[src/pkg/hbridge_defs.vh]
`ifndef HBRIDGE_DEFS_VH
`define HBRIDGE_DEFS_VH

// Clock rate of aclk in kHz
`define CLK_KHZ 100000
// Internal PWM oscillator rate in kHz, tenths
`define PWM_FREQ_KHZ_X10 445
// System clocks per PWM slot (256 slots per PWM period)
`define PWM_SLOT_DIV ((`CLK_KHZ * 10) / (`PWM_FREQ_KHZ_X10 * 256))
// Current limit qualify time in ns, and cycles
`define ILIM_QUAL_NS 3000
`define ILIM_QUAL_CYC ((`ILIM_QUAL_NS * (`CLK_KHZ / 1000)) / 1000)
// Short-protect deglitch in ns, and cycles
`define SHORT_DEG_NS 2000
`define SHORT_DEG_CYC ((`SHORT_DEG_NS * (`CLK_KHZ / 1000)) / 1000)
// Stall deglitch in ms, counted in PWM periods
`define STALL_MS 275
`define STALL_PERIODS ((`STALL_MS * `PWM_FREQ_KHZ_X10) / 10)
// Start ramp to full duty in ms, counted in PWM periods
`define RAMP_MS 12
`define RAMP_PERIODS ((`RAMP_MS * `PWM_FREQ_KHZ_X10) / 10)
// Full-scale duty
`define DUTY_FULL 8'hff
// AXI register byte offsets
`define REG_CTRL 12'h000
`define REG_STATUS 12'h004
`define REG_DUTY 12'h008
// Status bit positions
`define ST_FAULT 0
`define ST_OVERTEMP 1
`define ST_STALL 2
`define ST_SHORT 3
`define ST_ILIM 4
`define ST_SATURATE 5
`define ST_LOWPWR 6

`endif

[src/verilog/hbridge_pwm_fault_control.v]
// The placing of the registers and the AXI4-Lite interface to the registers were decided locally.
`include "hbridge_defs.vh"
`default_nettype none

module hbridge_pwm_fault_control (
    // Clock and reset
    input wire aclk,
    input wire aresetn,
    // AXI4-Lite write address
    input wire [11:0] s_axi_awaddr,
    input wire s_axi_awvalid,
    output reg s_axi_awready,
    // AXI4-Lite write data
    input wire [31:0] s_axi_wdata,
    input wire [3:0] s_axi_wstrb,
    input wire s_axi_wvalid,
    output reg s_axi_wready,
    // AXI4-Lite write response
    output reg [1:0] s_axi_bresp,
    output reg s_axi_bvalid,
    input wire s_axi_bready,
    // AXI4-Lite read address
    input wire [11:0] s_axi_araddr,
    input wire s_axi_arvalid,
    output reg s_axi_arready,
    // AXI4-Lite read data
    output reg [31:0] s_axi_rdata,
    output reg [1:0] s_axi_rresp,
    output reg s_axi_rvalid,
    input wire s_axi_rready,
    // Analog comparator results (asynchronous)
    input wire fb_below_set,
    input wire set_above_supply,
    input wire current_sense_node,
    input wire [3:0] short_protect,
    input wire overtemp_flag,
    input wire supply_low_lock,
    // Bridge gate drive: high side and low side per leg
    output reg hs_a,
    output reg ls_a,
    output reg hs_b,
    output reg ls_b,
    // Bridge output enable, low means both legs float
    output reg bridge_out_a,
    output reg bridge_out_b,
    // Low power state and host alert
    output reg sleep_mode,
    output reg alert_line_n
);

    // Synchroniser stages for all asynchronous inputs
    reg [8:0] sy1_r;
    reg [8:0] sy2_r;
    // Software direction control
    reg dir_ctl_a;
    reg dir_ctl_b;
    // Previous direction, to spot drive entry
    reg [1:0] dir_prev_r;
    // PWM slot divider and slot counter
    reg [15:0] div_r;
    reg [7:0] slot_r;
    reg per_tick_r;
    // Regulated duty and ramp ceiling
    reg [7:0] duty_r;
    reg [7:0] ceil_r;
    reg [15:0] ramp_cnt_r;
    // Qualify counters
    reg [15:0] ilim_cnt_r;
    reg [15:0] short_cnt_r;
    reg [15:0] stall_cnt_r;
    // Latched faults
    reg stall_flt_r;
    reg short_flt_r;
    // Bus holding registers
    reg aw_got_r;
    reg w_got_r;
    reg [11:0] awaddr_r;
    reg [31:0] wdata_r;

    // Named views of synchronised inputs
    wire fb_low = sy2_r[0];
    wire sat = sy2_r[1];
    wire ilim_in = sy2_r[2];
    wire short_any = |sy2_r[6:3];
    wire hot = sy2_r[7];
    wire uv = sy2_r[8];
    wire drive = dir_ctl_a ^ dir_ctl_b;
    wire coast = ~dir_ctl_a & ~dir_ctl_b;
    wire ilim_active = ilim_cnt_r >= `ILIM_QUAL_CYC;
    wire run_rst = ~aresetn | uv;
    // Full-width divider constant, cut to the counter width on purpose
    wire [31:0] slot_div_w = `PWM_SLOT_DIV;
    wire [15:0] slot_div = slot_div_w[15:0];

    // Saturating increment used by the ramp, qualify and stall counters
    function [15:0] sat_inc;
        input [15:0] v;
        begin
            sat_inc = (v == 16'hffff) ? v : v + 16'h0001;
        end
    endfunction

    // Two-flop synchroniser; first stage read only by second
    always @(posedge aclk) begin
        if (!aresetn) begin
            sy1_r <= 9'h000;
            sy2_r <= 9'h000;
        end else begin
            sy1_r <= {supply_low_lock, overtemp_flag, short_protect,
                      current_sense_node, set_above_supply, fb_below_set};
            sy2_r <= sy1_r;
        end
    end

    // PWM oscillator: slot enable and period tick
    always @(posedge aclk) begin
        if (run_rst) begin
            div_r <= 16'h0000;
            slot_r <= 8'h00;
            per_tick_r <= 1'b0;
        end else begin
            per_tick_r <= 1'b0;
            if (div_r >= slot_div - 16'h0001) begin
                div_r <= 16'h0000;
                slot_r <= slot_r + 8'h01;
                per_tick_r <= (slot_r == 8'hff);
            end else begin
                div_r <= div_r + 16'h0001;
            end
        end
    end

    // Ramp ceiling, one step per stretch of PWM periods
    always @(posedge aclk) begin
        if (run_rst) begin
            dir_prev_r <= 2'b00;
            ceil_r <= 8'h00;
            ramp_cnt_r <= 16'h0000;
        end else begin
            dir_prev_r <= {dir_ctl_a, dir_ctl_b};
            if (drive && !(dir_prev_r == 2'b01 || dir_prev_r == 2'b10)) begin
                ceil_r <= 8'h00;
                ramp_cnt_r <= 16'h0000;
            end else if (!drive) begin
                ceil_r <= 8'h00;
                ramp_cnt_r <= 16'h0000;
            end else if (per_tick_r && ceil_r != `DUTY_FULL) begin
                // Step so full scale lands inside the ramp time
                if (ramp_cnt_r >= (`RAMP_PERIODS / 256) - 1) begin
                    ramp_cnt_r <= 16'h0000;
                    ceil_r <= ceil_r + 8'h01;
                end else begin
                    ramp_cnt_r <= sat_inc(ramp_cnt_r);
                end
            end
        end
    end

    // Current limit and short deglitch counters
    always @(posedge aclk) begin
        if (run_rst) begin
            ilim_cnt_r <= 16'h0000;
            short_cnt_r <= 16'h0000;
        end else begin
            ilim_cnt_r <= ilim_in ? sat_inc(ilim_cnt_r) : 16'h0000;
            // Independent of the current limit path
            short_cnt_r <= short_any ? sat_inc(short_cnt_r) : 16'h0000;
        end
    end

    // Duty regulator, one step per PWM period
    always @(posedge aclk) begin
        if (run_rst || !drive) begin
            duty_r <= 8'h00;
        end else if (per_tick_r) begin
            if (ilim_active) begin
                // Limit overrides regulation upward
                if (duty_r != 8'h00)
                    duty_r <= duty_r - 8'h01;
            end else if (sat) begin
                duty_r <= ceil_r;
            end else if (fb_low) begin
                if (duty_r < ceil_r)
                    duty_r <= duty_r + 8'h01;
            end else if (duty_r != 8'h00) begin
                duty_r <= duty_r - 8'h01;
            end
            if (duty_r > ceil_r)
                duty_r <= ceil_r;
        end
    end

    // Stall and short fault latches
    always @(posedge aclk) begin
        if (run_rst) begin
            stall_cnt_r <= 16'h0000;
            stall_flt_r <= 1'b0;
            short_flt_r <= 1'b0;
        end else begin
            if (!ilim_active) begin
                stall_cnt_r <= 16'h0000;
            end else if (per_tick_r) begin
                stall_cnt_r <= sat_inc(stall_cnt_r);
            end
            // Set wins over the coast clear
            if (ilim_active && stall_cnt_r >= `STALL_PERIODS)
                stall_flt_r <= 1'b1;
            else if (coast)
                stall_flt_r <= 1'b0;
            // Only reset or supply low releases the short latch
            if (short_cnt_r >= `SHORT_DEG_CYC)
                short_flt_r <= 1'b1;
        end
    end

    // Bridge gate drive and alert, all registered
    always @(posedge aclk) begin
        if (run_rst) begin
            hs_a <= 1'b0;
            ls_a <= 1'b0;
            hs_b <= 1'b0;
            ls_b <= 1'b0;
            bridge_out_a <= 1'b0;
            bridge_out_b <= 1'b0;
            sleep_mode <= 1'b1;
            alert_line_n <= ~uv;
        end else begin
            alert_line_n <= ~(stall_flt_r | short_flt_r | hot);
            sleep_mode <= coast;
            if (short_flt_r || hot || coast) begin
                // All switches off, legs float
                hs_a <= 1'b0;
                ls_a <= 1'b0;
                hs_b <= 1'b0;
                ls_b <= 1'b0;
                bridge_out_a <= 1'b0;
                bridge_out_b <= 1'b0;
            end else if (!drive) begin
                // Brake: both legs low
                hs_a <= 1'b0;
                ls_a <= 1'b1;
                hs_b <= 1'b0;
                ls_b <= 1'b1;
                bridge_out_a <= 1'b1;
                bridge_out_b <= 1'b1;
            end else if (slot_r < duty_r || (sat && duty_r == `DUTY_FULL)) begin
                // On time: drive chosen direction
                hs_a <= dir_ctl_a;
                ls_a <= ~dir_ctl_a;
                hs_b <= dir_ctl_b;
                ls_b <= ~dir_ctl_b;
                bridge_out_a <= 1'b1;
                bridge_out_b <= 1'b1;
            end else begin
                // Off time: recirculate through both high sides
                hs_a <= 1'b1;
                ls_a <= 1'b0;
                hs_b <= 1'b1;
                ls_b <= 1'b0;
                bridge_out_a <= 1'b1;
                bridge_out_b <= 1'b1;
            end
        end
    end

    // AXI write channel: address and data in any order
    always @(posedge aclk) begin
        if (!aresetn) begin
            s_axi_awready <= 1'b1;
            s_axi_wready <= 1'b1;
            s_axi_bvalid <= 1'b0;
            s_axi_bresp <= 2'b00;
            aw_got_r <= 1'b0;
            w_got_r <= 1'b0;
            awaddr_r <= 12'h000;
            wdata_r <= 32'h00000000;
            dir_ctl_a <= 1'b0;
            dir_ctl_b <= 1'b0;
        end else begin
            if (s_axi_awvalid && s_axi_awready) begin
                aw_got_r <= 1'b1;
                awaddr_r <= s_axi_awaddr;
                s_axi_awready <= 1'b0;
            end
            if (s_axi_wvalid && s_axi_wready) begin
                w_got_r <= 1'b1;
                wdata_r <= s_axi_wdata;
                s_axi_wready <= 1'b0;
                // Byte lane 0 only matters
                if (!s_axi_wstrb[0])
                    wdata_r[1:0] <= {dir_ctl_b, dir_ctl_a};
            end
            if (aw_got_r && w_got_r && !s_axi_bvalid) begin
                s_axi_bvalid <= 1'b1;
                aw_got_r <= 1'b0;
                w_got_r <= 1'b0;
                if (awaddr_r[11:2] == `REG_CTRL >> 2) begin
                    dir_ctl_a <= wdata_r[0];
                    dir_ctl_b <= wdata_r[1];
                    s_axi_bresp <= 2'b00;
                end else begin
                    // Status, duty and unmapped: slave error
                    s_axi_bresp <= 2'b10;
                end
            end
            if (s_axi_bvalid && s_axi_bready) begin
                s_axi_bvalid <= 1'b0;
                s_axi_awready <= 1'b1;
                s_axi_wready <= 1'b1;
            end
        end
    end

    // AXI read channel, one read at a time
    always @(posedge aclk) begin
        if (!aresetn) begin
            s_axi_arready <= 1'b1;
            s_axi_rvalid <= 1'b0;
            s_axi_rdata <= 32'h00000000;
            s_axi_rresp <= 2'b00;
        end else if (s_axi_arvalid && s_axi_arready) begin
            s_axi_arready <= 1'b0;
            s_axi_rvalid <= 1'b1;
            s_axi_rresp <= 2'b00;
            case (s_axi_araddr[11:2])
                `REG_CTRL >> 2: s_axi_rdata <= {30'h0, dir_ctl_b, dir_ctl_a};
                `REG_STATUS >> 2: begin
                    s_axi_rdata <= 32'h00000000;
                    s_axi_rdata[`ST_FAULT] <= ~alert_line_n;
                    s_axi_rdata[`ST_OVERTEMP] <= hot;
                    s_axi_rdata[`ST_STALL] <= stall_flt_r;
                    s_axi_rdata[`ST_SHORT] <= short_flt_r;
                    s_axi_rdata[`ST_ILIM] <= ilim_active;
                    s_axi_rdata[`ST_SATURATE] <= sat;
                    s_axi_rdata[`ST_LOWPWR] <= sleep_mode;
                end
                `REG_DUTY >> 2: s_axi_rdata <= {16'h0, ceil_r, duty_r};
                default: begin
                    s_axi_rdata <= 32'h00000000;
                    s_axi_rresp <= 2'b10;
                end
            endcase
        end else if (s_axi_rvalid && s_axi_rready) begin
            s_axi_rvalid <= 1'b0;
            s_axi_arready <= 1'b1;
        end
    end

endmodule // hbridge_pwm_fault_control

`default_nettype wire

[config.mk]
export PLATFORM = sky130hd
export DESIGN_NAME = hbridge_pwm_fault_control
export DESIGN_NICKNAME = d
export VERILOG_FILES = /design/src/verilog/hbridge_pwm_fault_control.v
export VERILOG_INCLUDE_DIRS = /design/src /design/src/pkg
export SDC_FILE = /design/constraint.sdc
export NUM_CORES = 1
export LEC_CHECK = 0
export BUFFER_PORTS_ARGS = -buffer_cell sky130_fd_sc_hd__buf_2
export CORE_ASPECT_RATIO = 1.2
export CORE_MARGIN = 10
export CORE_UTILIZATION = 55
export DETAILED_ROUTE_END_ITERATION = 8
export GPL_TIMING_DRIVEN = 0
export PLACE_DENSITY = 0.75
export SLEW_MARGIN = 5
export SYNTH_ARGS = -nofsm -noshare
export SYNTH_HDL_FRONTEND = slang
export SYNTH_SLANG_ARGS = --single-unit
[constraint.sdc]
create_clock -name aclk -period 2.6 [get_ports aclk]
set_clock_uncertainty 0.1 [all_clocks]
set_input_delay 0.39 -clock aclk [delete_from_list [all_inputs] [get_ports aclk]]
set_output_delay 0.39 -clock aclk [all_outputs]
set_load 0.02 [all_outputs]
### Word level (Yosys, flattened, before mapping)

Cells that the tools add are included.
Widths: inputs -> output; s select.

* register bits after elaboration: 193
* latch bits: 0
* bits in writable memories: 0
* memory bits (read-only): 0
* input port bits: 76
* output and inout port bits: 49
* logic and storage cells: 149
* memories: 0

* add/sub/neg operators: 9
* multiply operators: 0
* div/mod/pow operators: 0
* order comparisons: 8
* equal/unequal tests: 13
* shifts and indexed selects: 0
* mux-type cells: 26
* bitwise gates (word level): 17
* reduce and logical (&&, ||, !) cells: 41

Operator list (count)
* $add 16x1->16 const B: 5
* $eq 16x16->1 const B: 4
* $mux 8: 6
* $pmux 16 s3: 1
* $mux 16: 2
* $add 8x1->8 const B: 3
* $logic_not 10->1: 2
* $eq 8x8->1 const B: 2
* $ge 16x1->1 const B: 1
* $ge 16x14->1 const B: 1
* $ge 16x3->1 const B: 1
* $ge 16x8->1 const B: 1
* $ge 16x9->1 const B: 1
* $lt 8x8->1: 2
* $reduce_or 2->1: 8
* $mux 1: 14
* $not 1->1: 12
* $logic_and 1x1->1: 11
* $eq 10x1->1 const B: 1
* $eq 10x2->1 const B: 1
* $reduce_and 2->1: 5
* $reduce_or 3->1: 3
* $gt 8x8->1: 1
* $ne 8x8->1 const B: 1
* 14 further kinds: 25

### Depth between registers and ports, before layout

Gate-level depths: netlist of run 1.

* depth in word-level cells: 6
* gate-level depth with buffers: 11
* mapped depth without buffers: 9

### Worst setup path before layout of run 1

Ideal clock, no wire load.

* kind: register -> register
* start: register duty_r[0]
* end: register duty_r[1]
* data arrival time: 1.995 ns
* required time: 2.385 ns
* slack: 0.390 ns
* cell stages (with the launch flop): 11
* buffers on the path: 2
* path through: dfxtp_1 > clkbuf_1 > inv_1 > ha_1 > nor2b_1 > o21bai_1 > a21oi_1 > o21ba_2 > clkbuf_1 > o21ai_0 > o21a_1

* cells in the longest elaborated chain, start to end: 6
* elaborated cells between the ends (all ways): 13
* classes of those cells: 2 x add/sub; 2 x order compare; 1 x eq/ne; 6 x mux; 2 x reduce/logical

Ends and longest elaborated chain
* from (decl): line hbridge_pwm_fault_control.v:64 `reg [7:0] duty_r;`
* from (signal assigned): line hbridge_pwm_fault_control.v:179 `duty_r <= duty_r - 8'h01;`
* from (signal assigned): line hbridge_pwm_fault_control.v:181 `duty_r <= ceil_r;`
* from (signal assigned): line hbridge_pwm_fault_control.v:184 `duty_r <= duty_r + 8'h01;`
* $sub 8x1->8 (tied with other cells): line hbridge_pwm_fault_control.v:179, hbridge_pwm_fault_control.v:186
* $mux 8 (on tied branches): line hbridge_pwm_fault_control.v:178, hbridge_pwm_fault_control.v:185, hbridge_pwm_fault_control.v:183
* $mux 8: line hbridge_pwm_fault_control.v:182 `end else if (fb_low) begin`
* $mux 8: line hbridge_pwm_fault_control.v:180 `end else if (sat) begin`
* $mux 8: line hbridge_pwm_fault_control.v:176 `if (ilim_active) begin`
* $mux 8: line hbridge_pwm_fault_control.v:188 `if (duty_r > ceil_r)`

Several ways; a longest one is shown, not always the timed one. The select of a mux whose other input is x is not followed.
A chain may end at the register's enable or synchronous reset.

### Final worst setup path of run 1

* start: register ceil_r[7]
* end: register duty_r[5]

* cells in the longest elaborated chain, start to end: 3
* elaborated cells between the ends (all ways): 5
* classes of those cells: 2 x order compare; 1 x eq/ne; 1 x mux; 1 x reduce/logical

Ends and longest elaborated chain
* from (decl): line hbridge_pwm_fault_control.v:65 `reg [7:0] ceil_r;`
* from (signal assigned): line hbridge_pwm_fault_control.v:151 `ceil_r <= ceil_r + 8'h01;`
* $lt 8x8->1 or $gt 8x8->1 (tied branches): line hbridge_pwm_fault_control.v:183, hbridge_pwm_fault_control.v:188
* $ne 5x1->1 (no line)
* $reduce_and 2->1 (no line)
* to (signal assigned): line hbridge_pwm_fault_control.v:181
* to (signal assigned): line hbridge_pwm_fault_control.v:184
* to (signal assigned): line hbridge_pwm_fault_control.v:186 `duty_r <= duty_r - 8'h01;`

Several ways; a longest one is shown, not always the timed one.

==> qor.yml, run 1 <==
p_int_mw: 4.38
yosys-top-cells-area: "dfxtp_1 44%, nor2_1 6.4%, ha_1 5.1%"
clk_path_buf_depth: 2
yosysWarnings: 0
crit_required_ps: 2800
grt_antenna_before_repair: 1
grt.overflow.total: 0
antenna_left: 0
final_common_cell: "dfxtp_1"
setup_tns_ps: 0
setup_viol: 0
combPwrFrac_pct: 4.3
yosys_most_used_dff: "dfxtp_1"
power_frac_seq_pct: 48.4
diodes: 0
routed_via_density: 5.41
powerDensity_nw_per_um2: 617
async_flop_share_pct: 0
track_usage_pct: 18.0
cts_root_buf: "clkbuf_16"
core_sq_um: 13900
whs_ps: 60.0
ys_ff_latch: 173
period_share_pct: 93.7
fin_crit_ps: 2440
leakagePower_nw: 3.56
cp_num_buf_inv: 1
min_path_cells: 2
fillCellCount: 1182
drtIter0Drc: 386
synth-edff-count: 0
syn_area_sq_um: 7810
syn_inst: 915
layout-drive-gt1-share_pct: 14.6
rrSetupSlack_ps: 160
avgSynthCellArea_sq_um: 8.54
fp.dieH_microns: 151
place_hpwl_microns: 12500
cts_htree_levels: 4
relSlewSlack_pct: 48.1
grt_max_degree: 17
synth_cell_types: 62
path_depth: 8
rr_worst_depth: 8
cts_buffers: 17
rsz0062_at_grt: "false"
grt_pass1_wl_microns: 29100
dieWidth_microns: 129
crit_path_max_fanout: 15
tritoncts: "yes"
clk_pin_slew_ps: 70
routed_wirelength_microns: 17100
p_sw_mw: 1.25
crit_type: "reg2reg"
ir_worst_vdd_mv: 0.641
clock_latency_ps: 430
p_clk_share_pct: 47.2
avgRoutedWirePerCell_microns: 14.1
seq_area_sq_um: 3470
worst_pin_slew_ps: 769
start_util_pct: 56.3
drcViolationCount: 0
synth_seq_area_share_pct: 44.3
area_growth_pct: 16.9
hold_violations: 0
switching_share_pct: 22.2
status: "finished, final reports clean"
end_kind: "register"
start_kind: "register"
dieArea_sq_um: 19400
max-cap-violations: 0
multi_input_area_sq_um: 4050
io_buffers: 69
vias: 6568
firstDrtPassIters: 5
slew_violations: 0
mostFrequentLayoutCells: "169 x dfxtp_1, 133 x nor2_1, 75 x nand2_1"
critPathTopFamily: "compound AO/OA/AOI/OAI gates"
gp_congestion: 0.928
slowest_delay_ps: 450
netlist.area_leader.share_pct: 44.3
ios: 125
timing.fmax_ghz: 0.410
worstPathArrival_ps: 2630
placementRows: 47
hold_class: "in2reg"
path_cells: "inv_1, ha_1, nand2_1, o21ai_0, o21ba_4, mux2_2, o21ai_1, a21oi_1"
cts.sinks: 173
yosys.area.top_type: "dfxtp_1"
first_global_vias: 6395
fin_nets: 1139
hold_buffers: 0
critPathSlowestCell: "dfxtp_1"
==> final timing paths <==
| kind | from | endpoint |
|---|---|---|
| min | s_axi_awvalid | s_axi_awready |
| min reg2reg | sy1_r[4] | sy2_r[4] |
| max reg2reg | ceil_r[7] | duty_r[5] |
| max | ceil_r[7] | duty_r[5] |
==> flip-flops by register name, indices dropped and copies added, names as in the netlist, 2 cells and up <==
register and flops:
ramp_cnt_r 16, stall_cnt_r 16, ilim_cnt_r 16, sy1_r 9, duty_r 8, awaddr_r 10, ceil_r 8, wdata_r 2
short_cnt_r 16, div_r 16, slot_r 8, sy2_r 9, dir_prev_r 2, s_axi_rdata 16
==> final cells by class <==
cell class	instances	share of cell area [%]
Tap cell	171	2.34
Inverter	41	1.69
Timing Repair Buffer	69	3.78
Sequential cell	173	38.0
Clock inverter	13	1.90
Clock buffer	19	4.96
Buffer	49	3.01
Multi-Input combinational cell	680	44.3
==> per-layer routing <==
metal / vias to the layer above / routed length, microns / track usage [%] / part of all wire, %
met2: 167 / 8370 / 30.7 / 49
met3: 38 / 941 / 5.38 / 5.5
li1: 3366 / - / - / -
met5: - / 13 / 0 / 0.076
met4: 2 / 476 / 7.52 / 2.8
met1: 2995 / 7330 / 20.4 / 43
==> worst register-to-register path, stage by stage (launching register included) <==
cell,delay [ps]
dfxtp_1,450
inv_1,100
ha_1,330
nand2_1,60
o21ai_0,380
o21ba_4,340
mux2_2,360
o21ai_1,130
a21oi_1,70
==> timing repair <==
action | in CTS | in global routing
setup endpoints to repair | 17 | 15
buffers inserted | 0 | 0
resized for setup | 2 | 11
==> cell usage after synthesis (all sizes together), types with 4 or more instances <==
| cell type | number |
|---|---|
| and3 | 9 |
| inv | 40 |
| o21a | 4 |
| nand2 | 75 |
| dfxtp | 173 |
| nand3 | 38 |
| nor4 | 12 |
| xnor2 | 32 |
| buf | 25 |
| o22ai | 4 |
| a211oi | 10 |
| a31oi | 12 |
| and4 | 8 |
| mux2i | 11 |
| a21oi | 66 |
| clkbuf | 25 |
| nor2 | 136 |
| a22oi | 16 |
| and2 | 24 |
| nor3 | 24 |
| ha | 32 |
| or2 | 5 |
| or3 | 11 |
| xor2 | 25 |
| nor3b | 4 |
| nor2b | 6 |
| nand2b | 4 |
| nand4 | 19 |
| o21ai | 27 |
==> metrics by stage <==
step                      utilization (%)  setup slack, ps  area, sq um  total power [mW]  std cells
after global placement               61.1             -207         8480              3.03       1184
after global routing                 65.8             6.14         9130              5.82       1215
after detailed placement             61.1             -188         8480              3.03       1184
after floorplan                         -              390         7920              2.95        944
after CTS                            65.6             51.7         9100              5.68       1215
final                                65.8              164         9130              5.64       1215
==> power by group through the flow <==
stage / clock (mW) / combinational (mW) / sequential [mW]
after global placement: 0 / 0.239 / 2.79
after floorplan: 0 / 0.158 / 2.79
after CTS: 2.71 / 0.244 / 2.73
after global routing: 2.81 / 0.280 / 2.74
final: 2.66 / 0.245 / 2.73
after detailed placement: 0 / 0.242 / 2.79
==> cell families after synthesis <==
| group | count (synthesis) | share of synthesized area [%] |
|---|---|---|
| AOI/OAI and AO/OA | 168 | 13.6 |
| xor gates and xnor gates | 57 | 6.39 |
| adders and majority gates | 32 | 5.13 |
| buffers and inverters | 91 | 5.46 |
| DFF | 173 | 44.3 |
| muxes | 12 | 1.55 |
| other | 1 | 0.0480 |
| and+or+nand+nor | 381 | 23.5 |
Note: power is estimated with default switching activity, not from simulation.
==> run 2: changes to the inputs <==
Clock period 2.6 ns to 2.39 ns, I/O delays scaled along.
==> qor.yml, run 2 (synthesized netlist as in run 1, its figures left out) <==
status: "finished, final reports clean"
drtIter0Drc: 367
setup_tns_ps: 0
grt_antenna_before_repair: 1
grt.overflow.total: 0
relSlewSlack_pct: 47.4
total_power_mw: 6.14
vias: 6598
start_kind: "register"
cp_num_buf_inv: 1
fillCellCount: 1166
cts_root_buf: "clkbuf_16"
setup_viol: 0
grt_max_degree: 17
clock_latency_ps: 430
mostFrequentLayoutCells: "163 x dfxtp_1, 133 x nor2_1, 75 x nand2_1"
io_buffers: 69
hold_violations: 0
cts_htree_levels: 4
core_sq_um: 13900
routed_wirelength_microns: 17400
hold_buffers: 0
clk_path_buf_depth: 2
period_share_pct: 97.6
grt_pass1_wl_microns: 29200
ir_worst_vdd_mv: 0.704
finalWorstSetupSlack_ps: 57.9
place_hpwl_microns: 12500
routed_via_density: 5.41
start_util_pct: 56.3
leakagePower_nw: 3.62
fin_area_sq_um: 9250
post_dp_cell_area_sq_um: 8480
placementRows: 47
critPathTopFamily: "simple AND/OR/NAND/NOR gates"
whs_ps: 23.4
hold_class: "in2reg"
fin_nets: 1143
clk_pin_slew_ps: 70
fp.dieH_microns: 151
timing.fmax_ghz: 0.429
fin_crit_ps: 2330
layout-drive-gt1-share_pct: 16.8
crit_path_max_fanout: 8
max-cap-violations: 0
path_cells: "clkbuf_4, or4_4, or3_4, o31ai_4, nor2_2, mux2_2, o21ai_1, a21oi_1"
layoutNonFillerInstCount: 1219
dpl_worst_slack_ps: -398
cts_buffers: 17
powerDensity_nw_per_um2: 664
end_kind: "register"
tritoncts: "yes"
critPathSlowestCell: "or4_4"
diodes: 0
antenna_left: 0
slowest_delay_ps: 580
area_growth_pct: 18.4
dpl.cell_count: 1184
final_common_cell: "dfxtp_1"
avgRoutedWirePerCell_microns: 14.3
worstPathArrival_ps: 2530
final_util_pct: 66.6
ios: 125
track_usage_pct: 18.0
crit_required_ps: 2590
slew_violations: 0
worst_pin_slew_ps: 781
cts.sinks: 173
dieWidth_microns: 129
gp_congestion: 0.928
dieArea_sq_um: 19400
first_global_vias: 6404
drcViolationCount: 0
crit_type: "reg2reg"
firstDrtPassIters: 5
-- run 2: cell count changes in the layout (fill, tap and decap cells not counted), moves of 2 or more --
| cell | previous run | this run |
|---|---|---|
| dfxtp_1 | 169 | 163 |
| inv_1 | 40 | 38 |
| a21oi_2 | 0 | 3 |
| dfxtp_4 | 0 | 3 |
| dfxtp_2 | 4 | 7 |
| clkbuf_2 | 2 | 4 |
| inv_2 | 0 | 2 |
| a21oi_1 | 66 | 63 |
| clkbuf_1 | 21 | 18 |
| o21ai_0 | 25 | 23 |
| nor2_2 | 3 | 1 |
| nor2_4 | 0 | 2 |
| buf_4 | 19 | 25 |
-- run 2: final cells by class --
cell class | instances | area [sq um] | share of cell area (%)
Clock inverter | 13 | 174 | 1.88
Sequential cell | 173 | 3480 | 37.7
Buffer | 49 | 284 | 3.07
Clock buffer | 19 | 453 | 4.90
Inverter | 41 | 154 | 1.66
Timing Repair Buffer | 73 | 375 | 4.06
Tap cell | 171 | 214 | 2.31
Multi-Input combinational cell | 680 | 4110 | 44.4
-- run 2: final timing paths --
check,startpoint,endpoint,cells past startpoint,slack [ps]
max,duty_r[4],duty_r[5],8,60
min,s_axi_awvalid,s_axi_awready,2,20
max reg2reg,duty_r[4],duty_r[5],8,60
min reg2reg,sy1_r[4],sy2_r[4],1,340
-- run 2: power by group --
group	leakage [nW]	switching, mW	internal, mW
combinational	1.90	0.161	0.108
clock	0.303	1.18	1.72
sequential	1.41	0.0323	2.94
-- run 2: layer usage --
layer | routed length, microns | track usage [%] | vias up
li1 | - | - | 3371
met1 | 7350 | 20.5 | 3016
met2 | 8540 | 30.9 | 169
met3 | 1010 | 5.38 | 40
met4 | 515 | 7.57 | 2
met5 | 13 | 0 | -
-- run 2: timing repair --
item | CTS | global route
hold endpoints to repair | 0 | 0
pin swaps | 0 | 7
endpoints found under the setup margin | 24 | 39
buffers inserted | 0 | 4
gates resized for setup | 10 | 38
==> run 3: changes to the inputs <==
Settings changed: CAP_MARGIN set to 0.
Clock period 2.39 ns to 2.3 ns, I/O delays scaled along.
==> qor.yml, run 3 (synthesized netlist as in run 1, its figures left out) <==
combPwrFrac_pct: 4.4
status: "finished, violations left"
track_usage_pct: 18.0
layoutNonFillerInstCount: 1223
min_path_cells: 2
avgRoutedWirePerCell_microns: 14.4
final_common_cell: "dfxtp_1"
leakagePower_nw: 3.65
place_hpwl_microns: 12500
cts_htree_levels: 4
finalWorstSetupSlack_ps: -40.2
seq_area_sq_um: 3490
timing.fmax_ghz: 0.427
crit_required_ps: 2520
cts_root_buf: "clkbuf_16"
grt_max_degree: 17
hp-start: "s_axi_awvalid"
clk_path_buf_depth: 2
period_share_pct: 102
routed_wirelength_microns: 17600
final_util_pct: 67.3
core_sq_um: 13900
ir_worst_vdd_mv: 0.729
drcViolationCount: 0
end_kind: "register"
slowest_delay_ps: 390
area_growth_pct: 19.6
drtIter0Drc: 410
start_kind: "register"
dieArea_sq_um: 19400
relSlewSlack_pct: 47.4
routed_via_density: 5.46
hold_class: "in2reg"
antenna_left: 0
p_sw_mw: 1.42
rrSetupSlack_ps: -40
layout-drive-gt1-share_pct: 18.6
critPathSlowestCell: "dfxtp_4"
rsz0062_at_grt: "true"
switching_share_pct: 22.3
cts.sinks: 173
fillCellCount: 1150
clock_latency_ps: 430
io_buffers: 69
fp.dieH_microns: 151
max-cap-violations: 0
placementRows: 47
crit_path_max_fanout: 6
cts_buffers: 17
start_util_pct: 56.3
firstDrtPassIters: 7
powerDensity_nw_per_um2: 682
path_cells: "inv_1, ha_1, nor2b_1, o21bai_2, nand2_1, o2111ai_1, and2_0, clkbuf_2, nor2_1, a211oi_1"
crit_type: "reg2reg"
setup_tns_ps: -40.2
grt.overflow.total: 0
rr_endpoint: "duty_r[0]"
power_frac_seq_pct: 48.4
hold_violations: 0
setup_viol: 1
p_int_mw: 4.95
dpl_worst_slack_ps: -488
fin_nets: 1147
clk_pin_slew_ps: 70
gp_congestion: 0.928
critPathLaunch: "ceil_r[1]"
dpl.cell_count: 1184
violations: "setup timing"
rr_worst_depth: 10
tritoncts: "yes"
holdPathEnd: "s_axi_awready"
worstPathArrival_ps: 2560
vias: 6673
hold_buffers: 0
grt_antenna_before_repair: 1
diodes: 0
rr_startpoint: "ceil_r[1]"
multi_input_area_sq_um: 4150
first_global_vias: 6406
mostFrequentLayoutCells: "160 x dfxtp_1, 131 x nor2_1, 73 x nand2_1"
ios: 125
dieWidth_microns: 129
grt_pass1_wl_microns: 29100
worst_pin_slew_ps: 781
slew_violations: 0
p_clk_share_pct: 47.2
fin_crit_ps: 2340
-- run 3: cell types whose count changed in the layout (fill, tap and decap cells not counted), sizes merged --
cell and delta:
buf +4, clkinvlp +1, inv -1
-- run 3: through the flow --
step	hold WS, ps	total power [mW]	instance area [sq um]
4_1_cts	4.05	6.42	9140
6_report	14.4	6.38	9340
3_3_place_gp	313	3.42	8480
5_1_grt	21.7	6.58	9340
3_5_place_dp	318	3.43	8480
2_1_floorplan	302	3.34	7920
-- run 3: critical path, delay by kind of cell, from the launching register on --
| kind | cells | cell delay [ps] |
|---|---|---|
| buffers and inverters | 2 | 260 |
| adder cells (fa/ha/maj) | 1 | 280 |
| AO/OA/AOI/OAI | 3 | 730 |
| AND/OR/NAND/NOR | 4 | 460 |
| flip-flops | 1 | 390 |
-- run 3: layer usage --
layer | GRT usage [%] | vias up | share of wire, %
met3 | 5.42 | 47 | 6.2
met1 | 20.5 | 3027 | 42
li1 | - | 3383 | -
met2 | 30.8 | 214 | 49
met4 | 7.69 | 2 | 3.0
met5 | 0 | - | 0.074
-- run 3: cell type report --
type	instances	area share, %
inverters	41	1.69
clock buffers	19	4.85
plain buffers	48	3.15
flip-flops and latches	173	37.3
multi-input cells	680	44.4
repair buffers	78	4.42
clock inverters	13	1.86
well taps	171	2.29
-- run 3: timing repair --
action	in CTS	in global routing
endpoints found under the setup margin	29	43
setup buffers	0	9
resized for setup	21	41
pin swaps	1	10
-- run 3: power groups by stage --
| stage | Combinational [mW] | Clock [mW] | Sequential (mW) |
|---|---|---|---|
| after floorplan | 0.178 | 0 | 3.16 |
| after global routing | 0.320 | 3.17 | 3.09 |
| after global placement | 0.270 | 0 | 3.15 |
| after detailed placement | 0.274 | 0 | 3.15 |
| final | 0.280 | 3.01 | 3.08 |
| after CTS | 0.276 | 3.06 | 3.08 |
-- run 3: how the worst max path moves through the flow --
stage,end,slack [ps],cells past startpoint
after global placement,duty_r[0],-510,10
after floorplan,duty_r[1],90,10
after CTS,duty_r[0],-60,10
after detailed placement,duty_r[0],-490,10
after global routing,duty_r[0],-210,10
final,duty_r[0],-40,10
